`config.mk`:
```
export PLATFORM = sky130hd
export DESIGN_NAME = wwdt_top
export DESIGN_NICKNAME = d
export VERILOG_FILES = /design/src/hdl/wwdt_pkg.sv /design/src/hdl/wwdt_sync.sv /design/src/hdl/wwdt_top.sv
export SDC_FILE = /design/constraint.sdc
export NUM_CORES = 1
export LEC_CHECK = 0
export BUFFER_PORTS_ARGS = -buffer_cell sky130_fd_sc_hd__buf_2
export CORE_MARGIN = 3
export CORE_UTILIZATION = 50
export CTS_CLUSTER_SIZE = 8
export DETAILED_ROUTE_END_ITERATION = 8
export HOLD_SLACK_MARGIN = 0.12
export MAX_ROUTING_LAYER = met4
export PLACE_DENSITY = 0.84
export SYNTH_ARGS = -nofsm -noshare
export SYNTH_HDL_FRONTEND = slang
export SYNTH_SLANG_ARGS = --single-unit
export TNS_END_PERCENT = 1
```
`constraint.sdc`:
```
create_clock -name clk -period 7.4 [get_ports clk]
set_input_delay 1.11 -clock clk [delete_from_list [all_inputs] [get_ports clk]]
set_output_delay 1.11 -clock clk [all_outputs]
set_load 0.1 [all_outputs]
```
`src/hdl/wwdt_pkg.sv`:
```
// package for the windowed watchdog timer: register map, fields, timing
package wwdt_pkg;

	// apb register byte offsets
	localparam logic [7:0] WWDT_CFG_OFF    = 8'h00; // config word image
	localparam logic [7:0] WWDT_RESET_CONTROL_REG_OFF   = 8'h04; // reset control image
	localparam logic [7:0] WWDT_CMD_OFF    = 8'h08; // instruction strobes
	localparam logic [7:0] WWDT_STATUS_OFF = 8'h0c; // live state, read only

	// config word fields
	localparam int WWDT_POST_LSB    = 0;
	localparam int WWDT_POST_W      = 4;
	localparam int WWDT_PRE_BIT     = 4;
	localparam int WWDT_WINDOW_DISABLE_BIT  = 6;
	localparam int WWDT_FUSEEN_BIT  = 7;
	localparam logic [7:0] WWDT_CFG_RESET = 8'hdf; // fuse on, no window, 1:128, 1:32768

	// reset control fields
	localparam int WWDT_IDLE_BIT    = 2;
	localparam int WWDT_SLEEP_BIT   = 3;
	localparam int WWDT_TO_BIT      = 4;
	localparam int WWDT_SWEN_BIT    = 5;

	// command strobe fields
	localparam int WWDT_CMD_CLR_BIT   = 0;
	localparam int WWDT_CMD_SLEEP_BIT = 1;
	localparam int WWDT_CMD_IDLE_BIT  = 2;

	// prescaler divisors
	localparam int WWDT_PRE_SHORT = 32;
	localparam int WWDT_PRE_LONG  = 128;
	localparam int WWDT_PRE_W     = 7;
	localparam int WWDT_POST_CNT_W = 15;

	// oscillator timing
	localparam int WWDT_OSC_KHZ    = 32;
	localparam int WWDT_PERIOD_SHORT_MS = 1;
	localparam int WWDT_PERIOD_LONG_MS  = 4;

	typedef enum logic [1:0] {
		WWDT_RUN,
		WWDT_SLEEP,
		WWDT_IDLE
	} wwdt_mode_e;

endpackage

```
`src/hdl/wwdt_sync.sv`:
```
// two flip-flop synchroniser for one asynchronous level
`timescale 1ns/1ns
`default_nettype none
module wwdt_sync (
	input  wire logic clk,  // system clock
	input  wire logic rst,  // synchronous reset, high
	input  wire logic din,  // asynchronous level
	output logic      dout  // synchronised level
);
	logic stage1;
	logic next_stage1;
	logic next_dout;

	always_comb begin
		next_stage1 = rst ? 1'b0 : din;
		next_dout   = rst ? 1'b0 : stage1;
	end

	always_ff @(posedge clk) begin
		stage1 <= next_stage1;
		dout   <= next_dout;
	end
endmodule
`default_nettype wire

```
`src/hdl/wwdt_top.sv`:
```
// windowed watchdog timer with apb register slave
// Contract
// watchdog counts on low-power rc oscillator ticks
// prescaler divides by 32 or 128
// base period 1 ms or 4 ms
// postscaler has 16 ratios up to 1:32768
// device reset clears all counts
// clock switch completion clears all counts
// power-save instruction clears all counts
// leaving sleep or idle clears all counts
// clear instruction clears all counts
// watchdog keeps counting in sleep and idle
// time-out in sleep or idle wakes device
// software clears sleep and idle bits
// fuse enable forces watchdog on
// time-out flag sticks until software clears it
// soft enable bit controls watchdog when fuse off
// device reset clears soft enable bit
// software clears only in final quarter
// early clear in window mode forces reset
// prescale select one is 1:128
// postscale code 1111 gives 1:32768, halving downward
// window disable one means non-window mode
// run-mode time-out resets device, sets flag
// postscale ratio is two to the code
//
// The placing of the registers and the APB slave port were decided locally.
`timescale 1ns/1ns
`default_nettype none
module wwdt_top
	import wwdt_pkg::*;
#(
	parameter int POST_W = WWDT_POST_CNT_W // postscaler counter width
) (
	input  wire logic        clk,          // 10 MHz system clock
	input  wire logic        rst,          // synchronous device reset, high
	input  wire logic        lprcClk,      // low-power rc oscillator, asynchronous
	input  wire logic        clockSwitchDone, // pulse: clock switch completed
	input  wire logic        psel,         // apb select
	input  wire logic        penable,      // apb enable
	input  wire logic        pwrite,       // apb direction
	input  wire logic [7:0]  paddr,        // apb byte address
	input  wire logic [31:0] pwdata,       // apb write data
	output logic      [31:0] prdata,       // apb read data
	output logic             pready,       // apb ready
	output logic             pslverr,      // apb error, unmapped address
	output logic             oscEnable,    // low-power rc oscillator enable
	output logic             watchdogReset,// one-cycle device reset request
	output logic             wakeUp,       // one-cycle wake from sleep or idle
	output logic             lowPower      // core is in sleep or idle
);
	// rising edges of the synchronised oscillator are the watchdog tick
	logic lprcSync;
	logic lprcPrev;
	logic next_lprcPrev;
	logic tick;

	wwdt_sync uSync (
		.clk  (clk),
		.rst  (rst),
		.din  (lprcClk),
		.dout (lprcSync)
	);

	assign tick = lprcSync & ~lprcPrev;

	// register state
	logic [7:0]         cfg;
	logic               swEn;
	logic               toFlag;
	logic               sleepFlag;
	logic               idleFlag;
	wwdt_mode_e         mode;
	logic [WWDT_PRE_W-1:0] preCnt;
	logic [POST_W-1:0]  postCnt;
	logic [31:0]        next_prdata;
	logic               next_pready;
	logic               next_pslverr;
	logic [7:0]         next_cfg;
	logic               next_swEn;
	logic               next_toFlag;
	logic               next_sleepFlag;
	logic               next_idleFlag;
	wwdt_mode_e         next_mode;
	logic [WWDT_PRE_W-1:0] next_preCnt;
	logic [POST_W-1:0]  next_postCnt;
	logic               next_oscEnable;
	logic               next_watchdogReset;
	logic               next_wakeUp;
	logic               next_lowPower;

	// decoded configuration and derived terms
	logic               wdtEn;
	logic [WWDT_PRE_W-1:0] preLast;
	logic [POST_W-1:0]  postLast;
	logic               preWrap;
	logic               timeout;
	logic               windowOpen;
	logic               apbAccess;
	logic               apbWrite;
	logic               cmdClr;
	logic               cmdSleep;
	logic               cmdIdle;
	logic               countClear;
	logic               wakeEvent;
	logic [31:0]        statusWord;

	assign wdtEn = cfg[WWDT_FUSEEN_BIT] | swEn;

	// divide-by-128 when set, else divide-by-32
	assign preLast = cfg[WWDT_PRE_BIT] ? WWDT_PRE_W'(WWDT_PRE_LONG - 1)
		: WWDT_PRE_W'(WWDT_PRE_SHORT - 1);

	// terminal count is 2^code - 1, so code 0 wraps every prescaler tick
	assign postLast = POST_W'((32'h1 << cfg[WWDT_POST_LSB +: WWDT_POST_W]) - 32'h1);

	assign preWrap = tick && (preCnt == preLast);
	assign timeout = wdtEn && preWrap && (postCnt == postLast);

	// window opens once three quarters of the period have elapsed;
	// elapsed ticks scale by the live prescale, not by the counter width
	assign windowOpen = ((32'(postCnt) * (32'(preLast) + 32'h1) + 32'(preCnt)) * 32'h4)
		>= ((32'(postLast) + 32'h1) * (32'(preLast) + 32'h1) * 32'h3);

	assign apbAccess = psel & penable;
	assign apbWrite  = apbAccess & pwrite & ~pready;
	assign cmdClr    = apbWrite && paddr == WWDT_CMD_OFF && pwdata[WWDT_CMD_CLR_BIT]
		&& mode == WWDT_RUN;
	assign cmdSleep  = apbWrite && paddr == WWDT_CMD_OFF && pwdata[WWDT_CMD_SLEEP_BIT]
		&& mode == WWDT_RUN;
	assign cmdIdle   = apbWrite && paddr == WWDT_CMD_OFF && pwdata[WWDT_CMD_IDLE_BIT]
		&& mode == WWDT_RUN && !pwdata[WWDT_CMD_SLEEP_BIT];

	// a time-out in a low-power mode wakes the core and sets the time-out flag, without a reset
	assign wakeEvent = timeout && mode != WWDT_RUN;

	assign countClear = clockSwitchDone
		|| cmdSleep || cmdIdle
		|| wakeEvent
		|| cmdClr;

	assign statusWord = {{(32 - POST_W - WWDT_PRE_W - 3){1'b0}}, windowOpen, wdtEn,
		mode == WWDT_RUN ? 1'b0 : 1'b1, postCnt, preCnt};

	always_comb begin
		next_lprcPrev = rst ? 1'b0 : lprcSync;
		next_cfg       = cfg;
		next_swEn      = swEn;
		next_toFlag    = toFlag;
		next_sleepFlag = sleepFlag;
		next_idleFlag  = idleFlag;
		next_mode      = mode;
		next_preCnt    = preCnt;
		next_postCnt   = postCnt;
		next_prdata    = prdata;
		next_pready    = 1'b0;
		next_pslverr   = 1'b0;
		next_watchdogReset = 1'b0;
		next_wakeUp    = 1'b0;

		// apb: one wait state, answer in the access cycle after the first
		if (apbAccess && !pready) begin
			next_pready = 1'b1;
			next_prdata = 32'h0;
			unique case (paddr)
				WWDT_CFG_OFF: begin
					if (pwrite)
						next_cfg = pwdata[7:0];
					else
						next_prdata = {24'h0, cfg};
				end
				WWDT_RESET_CONTROL_REG_OFF: begin
					if (pwrite) begin
						next_swEn      = pwdata[WWDT_SWEN_BIT];
						next_toFlag    = pwdata[WWDT_TO_BIT];
						next_sleepFlag = pwdata[WWDT_SLEEP_BIT];
						next_idleFlag  = pwdata[WWDT_IDLE_BIT];
					end else begin
						next_prdata = {26'h0, swEn, toFlag, sleepFlag, idleFlag, 2'b00};
					end
				end
				WWDT_CMD_OFF: begin
					next_prdata = 32'h0;
				end
				WWDT_STATUS_OFF: begin
					if (!pwrite)
						next_prdata = statusWord;
				end
				default: begin
					next_pslverr = 1'b1;
				end
			endcase
		end

		// counters advance on oscillator ticks while enabled
		if (wdtEn && tick) begin
			if (preWrap) begin
				next_preCnt  = '0;
				next_postCnt = timeout ? '0 : postCnt + POST_W'(1);
			end else begin
				next_preCnt = preCnt + WWDT_PRE_W'(1);
			end
		end
		if (!wdtEn) begin
			next_preCnt  = '0;
			next_postCnt = '0;
		end

		unique case (mode)
			WWDT_RUN: begin
				if (cmdSleep) begin
					next_mode      = WWDT_SLEEP;
					next_sleepFlag = 1'b1;
				end else if (cmdIdle) begin
					next_mode     = WWDT_IDLE;
					next_idleFlag = 1'b1;
				end
			end
			WWDT_SLEEP, WWDT_IDLE: begin
				if (wakeEvent) begin
					next_mode   = WWDT_RUN;
					next_wakeUp = 1'b1;
					next_toFlag = 1'b1;
				end
			end
			default: begin
				next_mode = WWDT_RUN;
			end
		endcase

		// set wins over a software clear in the same cycle
		if (timeout && mode == WWDT_RUN) begin
			next_toFlag        = 1'b1;
			next_watchdogReset = 1'b1;
		end

		// early clear in window mode is treated as a fault
		if (cmdClr && !cfg[WWDT_WINDOW_DISABLE_BIT] && wdtEn && !windowOpen)
			next_watchdogReset = 1'b1;

		if (countClear) begin
			next_preCnt  = '0;
			next_postCnt = '0;
		end

		next_oscEnable = (next_cfg[WWDT_FUSEEN_BIT] | next_swEn);
		next_lowPower  = next_mode != WWDT_RUN;

		// device reset clears counts, soft enable and the time-out, sleep and idle flags
		if (rst) begin
			next_cfg       = WWDT_CFG_RESET;
			next_swEn      = 1'b0;
			next_preCnt    = '0;
			next_postCnt   = '0;
			next_mode      = WWDT_RUN;
			next_toFlag    = 1'b0;
			next_sleepFlag = 1'b0;
			next_idleFlag  = 1'b0;
			next_prdata    = 32'h0;
			next_pready    = 1'b0;
			next_pslverr   = 1'b0;
			next_watchdogReset = 1'b0;
			next_wakeUp    = 1'b0;
			next_oscEnable = WWDT_CFG_RESET[WWDT_FUSEEN_BIT];
			next_lowPower  = 1'b0;
		end
	end

	always_ff @(posedge clk) begin
		lprcPrev      <= next_lprcPrev;
		cfg           <= next_cfg;
		swEn          <= next_swEn;
		toFlag        <= next_toFlag;
		sleepFlag     <= next_sleepFlag;
		idleFlag      <= next_idleFlag;
		mode          <= next_mode;
		preCnt        <= next_preCnt;
		postCnt       <= next_postCnt;
		prdata        <= next_prdata;
		pready        <= next_pready;
		pslverr       <= next_pslverr;
		oscEnable     <= next_oscEnable;
		watchdogReset <= next_watchdogReset;
		wakeUp        <= next_wakeUp;
		lowPower      <= next_lowPower;
	end
endmodule
`default_nettype wire

```
; ---- Yosys cells after proc, flatten, opt, wreduce, memory -nomap -nowiden
; Index checks and enable logic that the tools add are counted.
[op_classes]
add_sub_neg = 6
multipliers = 3
div_mod_pow = 0
n_lt_le_gt_ge = 1
n_eq_ne = 7
n_shift = 1
n_mux = 40
n_bitwise = 11
n_reduce_logical = 37
[ops]
columns = operator, n
row1 = $pmux 25 s3, 1
row2 = $ge 32x26->1, 1
row3 = $mux 8, 4
row4 = $add 30x7->30, 1
row5 = $mul 24x2->26 const B, 1
row6 = $mux 1, 26
row7 = $mux 25, 1
row8 = $mul 16x8->24, 1
row9 = $mul 15x8->23, 1
row10 = $logic_and 1x1->1, 18
row11 = $add 15x1->16 const B, 1
row12 = $eq 8x4->1 const B, 2
row13 = $add 15x1->15 const B, 1
row14 = $eq 15x15->1, 1
row15 = $mux 15, 1
row16 = $shl 1x4->15 const A, 1
row17 = $sub 15x1->15 const B, 1
row18 = $mux 7, 2
row19 = $add 7x1->8 const B, 1
row20 = $eq 8x3->1 const B, 1
row21 = $logic_not 8->1, 1
row22 = $add 7x1->7 const B, 1
row23 = $eq 7x7->1, 1
row24 = $mux 2, 3
row25 = 16 further kinds, 33
[totals]
regBits = 77
latchBits = 0
ram_bits = 0
romBits = 0
input_bits = 47
out_inout_bits = 38
elab_cells = 125
memories = 0

; ---- Depth between registers and ports, before layout
[logic_depth]
word_depth = 11
ltp_mapped = 39
mapped_depth_nobuf = 34

; ---- Cells and area by module
; A second synthesis with hierarchy kept.
[unflattened]
hier_cells = 1021
hier_area_um2 = 8041.5
[by_module_without_submodules]
columns = module, instances, cells_per_inst, area_each_um2, seq_area_each_um2
row1 = wwdt_top, 1, 1017, 7988.9, 1361.3
row2 = wwdt_sync, 1, 4, 52.6, 40.0

; ---- Least setup slack after synthesis
; OpenSTA, ideal clock, no wires.
[synth_timing]
path_kind = register to register
start = register cfg[3]
end = register watchdogReset
setup_time_ps = 126
t_arrival_ps = 7089
required_time_ps = 7274
setup_slack_ps = 185
stages_incl_launch_ff = 39
path_cell_list = dfxtp_1 > buf_6 > clkbuf_1 > clkbuf_1 > clkbuf_1 > nand3b_1 > ha_1 > clkbuf_1 > clkbuf_1 > nor2b_1 > nor3_1 > a21o_1 > a22o_1 > a21oi_1 > nor2b_1 > ha_1 > and2_1 > ha_1 > [... 3 more ...] > nor3b_1 > a311oi_1 > o211ai_1 > buf_2 > ha_1 > a21o_1 > a31oi_1 > o21ai_0 > o21ai_0 > nand2_1 > xnor2_1 > ha_1 > nand4_1 > a2111oi_0 > o22ai_1 > o21a_1 > o21ai_0 > o21ai_0
[synth_between]
elab_chain_len = 9
elab_cells_between_ends = 13
cone_classes = add/sub (2) / mul (2) / order compare (1) / eq/ne (1) / shift (1) / mux (2) / reduce/logical (4)
[synth_rtl]
columns = item, line_no
row1 = start: declaration, wwdt_top.sv:68  ; logic [7:0] cfg;
row2 = start signal: assignment, wwdt_top.sv:271  ; cfg <= next_cfg;
row3 = $shl 1x4->15 *, wwdt_top.sv:115  ; assign postLast = POST_W'((32'h1 << cfg[WWDT_POST_LSB +: WWDT_POST_W]) - 32'h1);
row4 = $sub 15x1->15 *, wwdt_top.sv:115
row5 = $add 15x1->16, wwdt_top.sv:123  ; >= ((32'(postLast) + 32'h1) * (32'(preLast) + 32'h1) * 32'h3);
row6 = $mul 16x8->24, wwdt_top.sv:123
row7 = $mul 24x2->26, wwdt_top.sv:123
row8 = $ge 32x26->1, wwdt_top.sv:123
row9 = $logic_not 1->1, wwdt_top.sv:238  ; if (cmdClr && !cfg[WWDT_WINDOW_DISABLE_BIT] && wdtEn && !windowOpen)
row10 = $logic_and 1x1->1, wwdt_top.sv:238
row11 = $mux 1 *, wwdt_top.sv:238
row12 = end signal: assignment, wwdt_top.sv:283  ; watchdogReset <= next_watchdogReset;
row13 = end: declaration, wwdt_top.sv:48  ; output logic watchdogReset,
; Every way passes the cells marked *; elsewhere a longest branch is shown, timed or not.
; A chain may end at the register's enable or synchronous reset.

; ---- Worst setup path in the final report
[layout_timing]
start = register cfg[1]
end = register prdata[24]
[layout_between]
elab_chain_len = 8
[layout_rtl]
columns = item, line_no
row1 = $shl 1x4->15, wwdt_top.sv:115
row2 = $sub 15x1->15, wwdt_top.sv:115
row3 = $add 15x1->16, wwdt_top.sv:123
row4 = $mul 16x8->24, wwdt_top.sv:123
row5 = $mul 24x2->26, wwdt_top.sv:123
row6 = $ge 32x26->1, wwdt_top.sv:123
row7 = $mux 25, wwdt_top.sv:186  ; if (!pwrite)
row8 = $pmux 25 s3, wwdt_top.sv:165  ; unique case (paddr)
row9 = end signal: assignment, wwdt_top.sv:279  ; prdata <= next_prdata;
row10 = end: declaration, wwdt_top.sv:44  ; output logic [31:0] prdata,
; Every way passes these cells.

==> reports/qor.csv <==
metric,value,unit
status,completed,
drv_slew,0,
hold_class,reg2reg,
routabilityCongestion,0.911,
start_util,0.519,
netlist_top_cells_area,"ha_1, dfxtp_1, xnor2_1",
netlist_top_cells_count,"ha_1, nor2_1, dfxtp_1",
clk_latency,330,ps
grt_pass1_wl,30600,um
postPlaceCellArea,8460,um2
slowest_delay,490,ps
crit_path_start,cfg[1]$_SDFFE_PP1P_,
startpoint_type,register,
ys_ff_latch,70,
async_reset_ff_frac,0,
crit_type,reg2reg,
synth.avg_cell_area,7.89,um2
max_freq,145,MHz
cts_buffer_depth,2,
avgRoutedWirePerCell,13.8,um
antenna_found_initial,0,
vias,7254,
yosysTopAreaCellShare,0.230,
tns,0,ps
seqCellArea,1400,um2
r2r_setup_slack,530,ps
powerDensity,118,nW/um2
synth_edf_count,0,
stdcell_count,1278,
clkTransAtPathRegs,60,ps
worstPathArrival,7100,ps
die_y,133,um
antenna_cells,0,
multi_input_area,6290,um2
cts_tree,done,
busiest_layer,met2,
place.port_buffers,53,
cts_root_buffer,clkbuf_16,
final_layout_size_suffix_gt1_frac,0.117,
ir_drop,0.124,mV
dp.cells,1262,
synthesis.area,8010,um2
use_met1,0.271,
globalRouteTotalUtil,0.206,
synth_cell_types,75,
cp-end-kind,register,
period_share,0.929,
io_pins,85,
worst_path_most_repeated_cell,ha_1,
ys.flop_type,dfxtp_1,
tightest_slew,1270,ps
post_cts_resized,0,
postSynthCellCount,1015,
setup_viol,0,
hpwlAfterDp,14200,um
cp_max_fo,7,
finalHoldViolCount,0,
rsz0062_at_grt,false,
fin_crit,6870,ps
seq_area_frac_synth,0.175,
num_rows,45,
grt_pass1_vias,6661,
grt_max_degree,48,
r2r-start,cfg[1]$_SDFFE_PP1P_,
via_per_inst,5.68,
skew,4.63,ps
met2_usage,0.338,
synth.most_common_cell,ha_1,
core,15400,um2
drt.antenna.violating_nets,0,
leakage,3.92,nW
first_iter_violations,625,
drtPass1Iterations,5,
overflow,0,
design_area,8820,um2
htreeDepth,3,
worstHoldStart,uSync.stage1$_SDFF_PP0_,
post_cts_buffers,0,
slew_headroom,0.145,
area_growth,10.2,%
fin_nets,1260,
slowest_stage,a2111oi_0,
grt_use_met3,0.0213,
cts_hold_buf,0,
cts-buffers-inserted,9,
routed_wl,17700,um
fp.dieArea,17600,um2
synth.largest_area_cell,ha_1,
ys_warn_count,0,
die_x,133,um
required,7620,ps
nFillCells,1403,
cap_violations,0,
post-route-drc-count,0,
clock_sinks,70,
-- flip-flops by register name, indices dropped and copies added, names as in the netlist, 2 cells and up --
register	count
cfg	8
preCnt	7
prdata	25
postCnt	15
mode	2
-- critical path, delay by kind of cell, from the launching register on --
family	cells	cell delay (ps)
compound gates	12	2500
fa+ha+maj	7	2210
simple gates	7	1120
flops	1	370
xor+xnor	2	370
buf+inv	1	160
-- power breakdown --
part           internal, mW  switching [mW]
sequential            0.378        0.000544
combinational        0.0651           0.105
clock                 0.337           0.157
-- cell type report --
type | instances | area share
inverter | 37 | 0.0157
multi-input combinational | 876 | 0.713
clock buffer | 10 | 0.0271
timing repair buffer | 68 | 0.0428
tap | 211 | 0.0299
sequential | 70 | 0.159
clock inverter | 6 | 0.0123
-- cell families after synthesis --
family,count (synthesis),share of synthesized area
mux,20,0.0269
simple gates,367,0.232
xor+xnor,80,0.0875
flops,70,0.175
buf+inv,100,0.0553
compound gates,226,0.184
other cells,1,0.000468
fa+ha+maj,151,0.240
-- placed cells by master (no fill, tap or decap), types with 15 or more instances in the layout --
cell     Yosys  routed
buf_2        3      53
nor2b_1     22      21
inv_1       37      37
o21ai_0     52      52
dfxtp_1     70      68
xnor2_1     47      47
conb_1       1      32
xor2_1      33      33
nor3_1      27      27
a21oi_1     63      63
buf_4        8      15
ha_1       147     146
nand2_1     69      69
nand3_1     47      47
nor2_1     101     101
-- worst paths after layout --
kind                                                 to  cells after the start
worst max-delay path            prdata[24]$_SDFFE_PP0P_                     29
worst min-delay path              uSync.dout$_SDFF_PP0_                      1
worst max register to register  prdata[24]$_SDFFE_PP0P_                     29
worst min register to register    uSync.dout$_SDFF_PP0_                      1
-- per-stage QoR --
| step | util | hold WS (ps) | power (mW) | setup slack [ps] |
|---|---|---|---|---|
| after floorplan | - | 414 | 0.524 | 185 |
| after global placement | 0.549 | 416 | 0.549 | 659 |
| after detailed placement | 0.549 | 427 | 0.556 | 454 |
| after CTS | 0.571 | 441 | 1.05 | 434 |
| after global routing | 0.572 | 457 | 1.09 | 81.1 |
| final | 0.572 | 439 | 1.04 | 525 |
-- layer usage --
layer  vias to the layer above  wire [um]
li1                       3715          -
met5                         -          0
met1                      3317       8170
met4                         0        315
met2                       197       8380
met3                        25        803
Note: power is estimated with default switching activity, not from simulation.
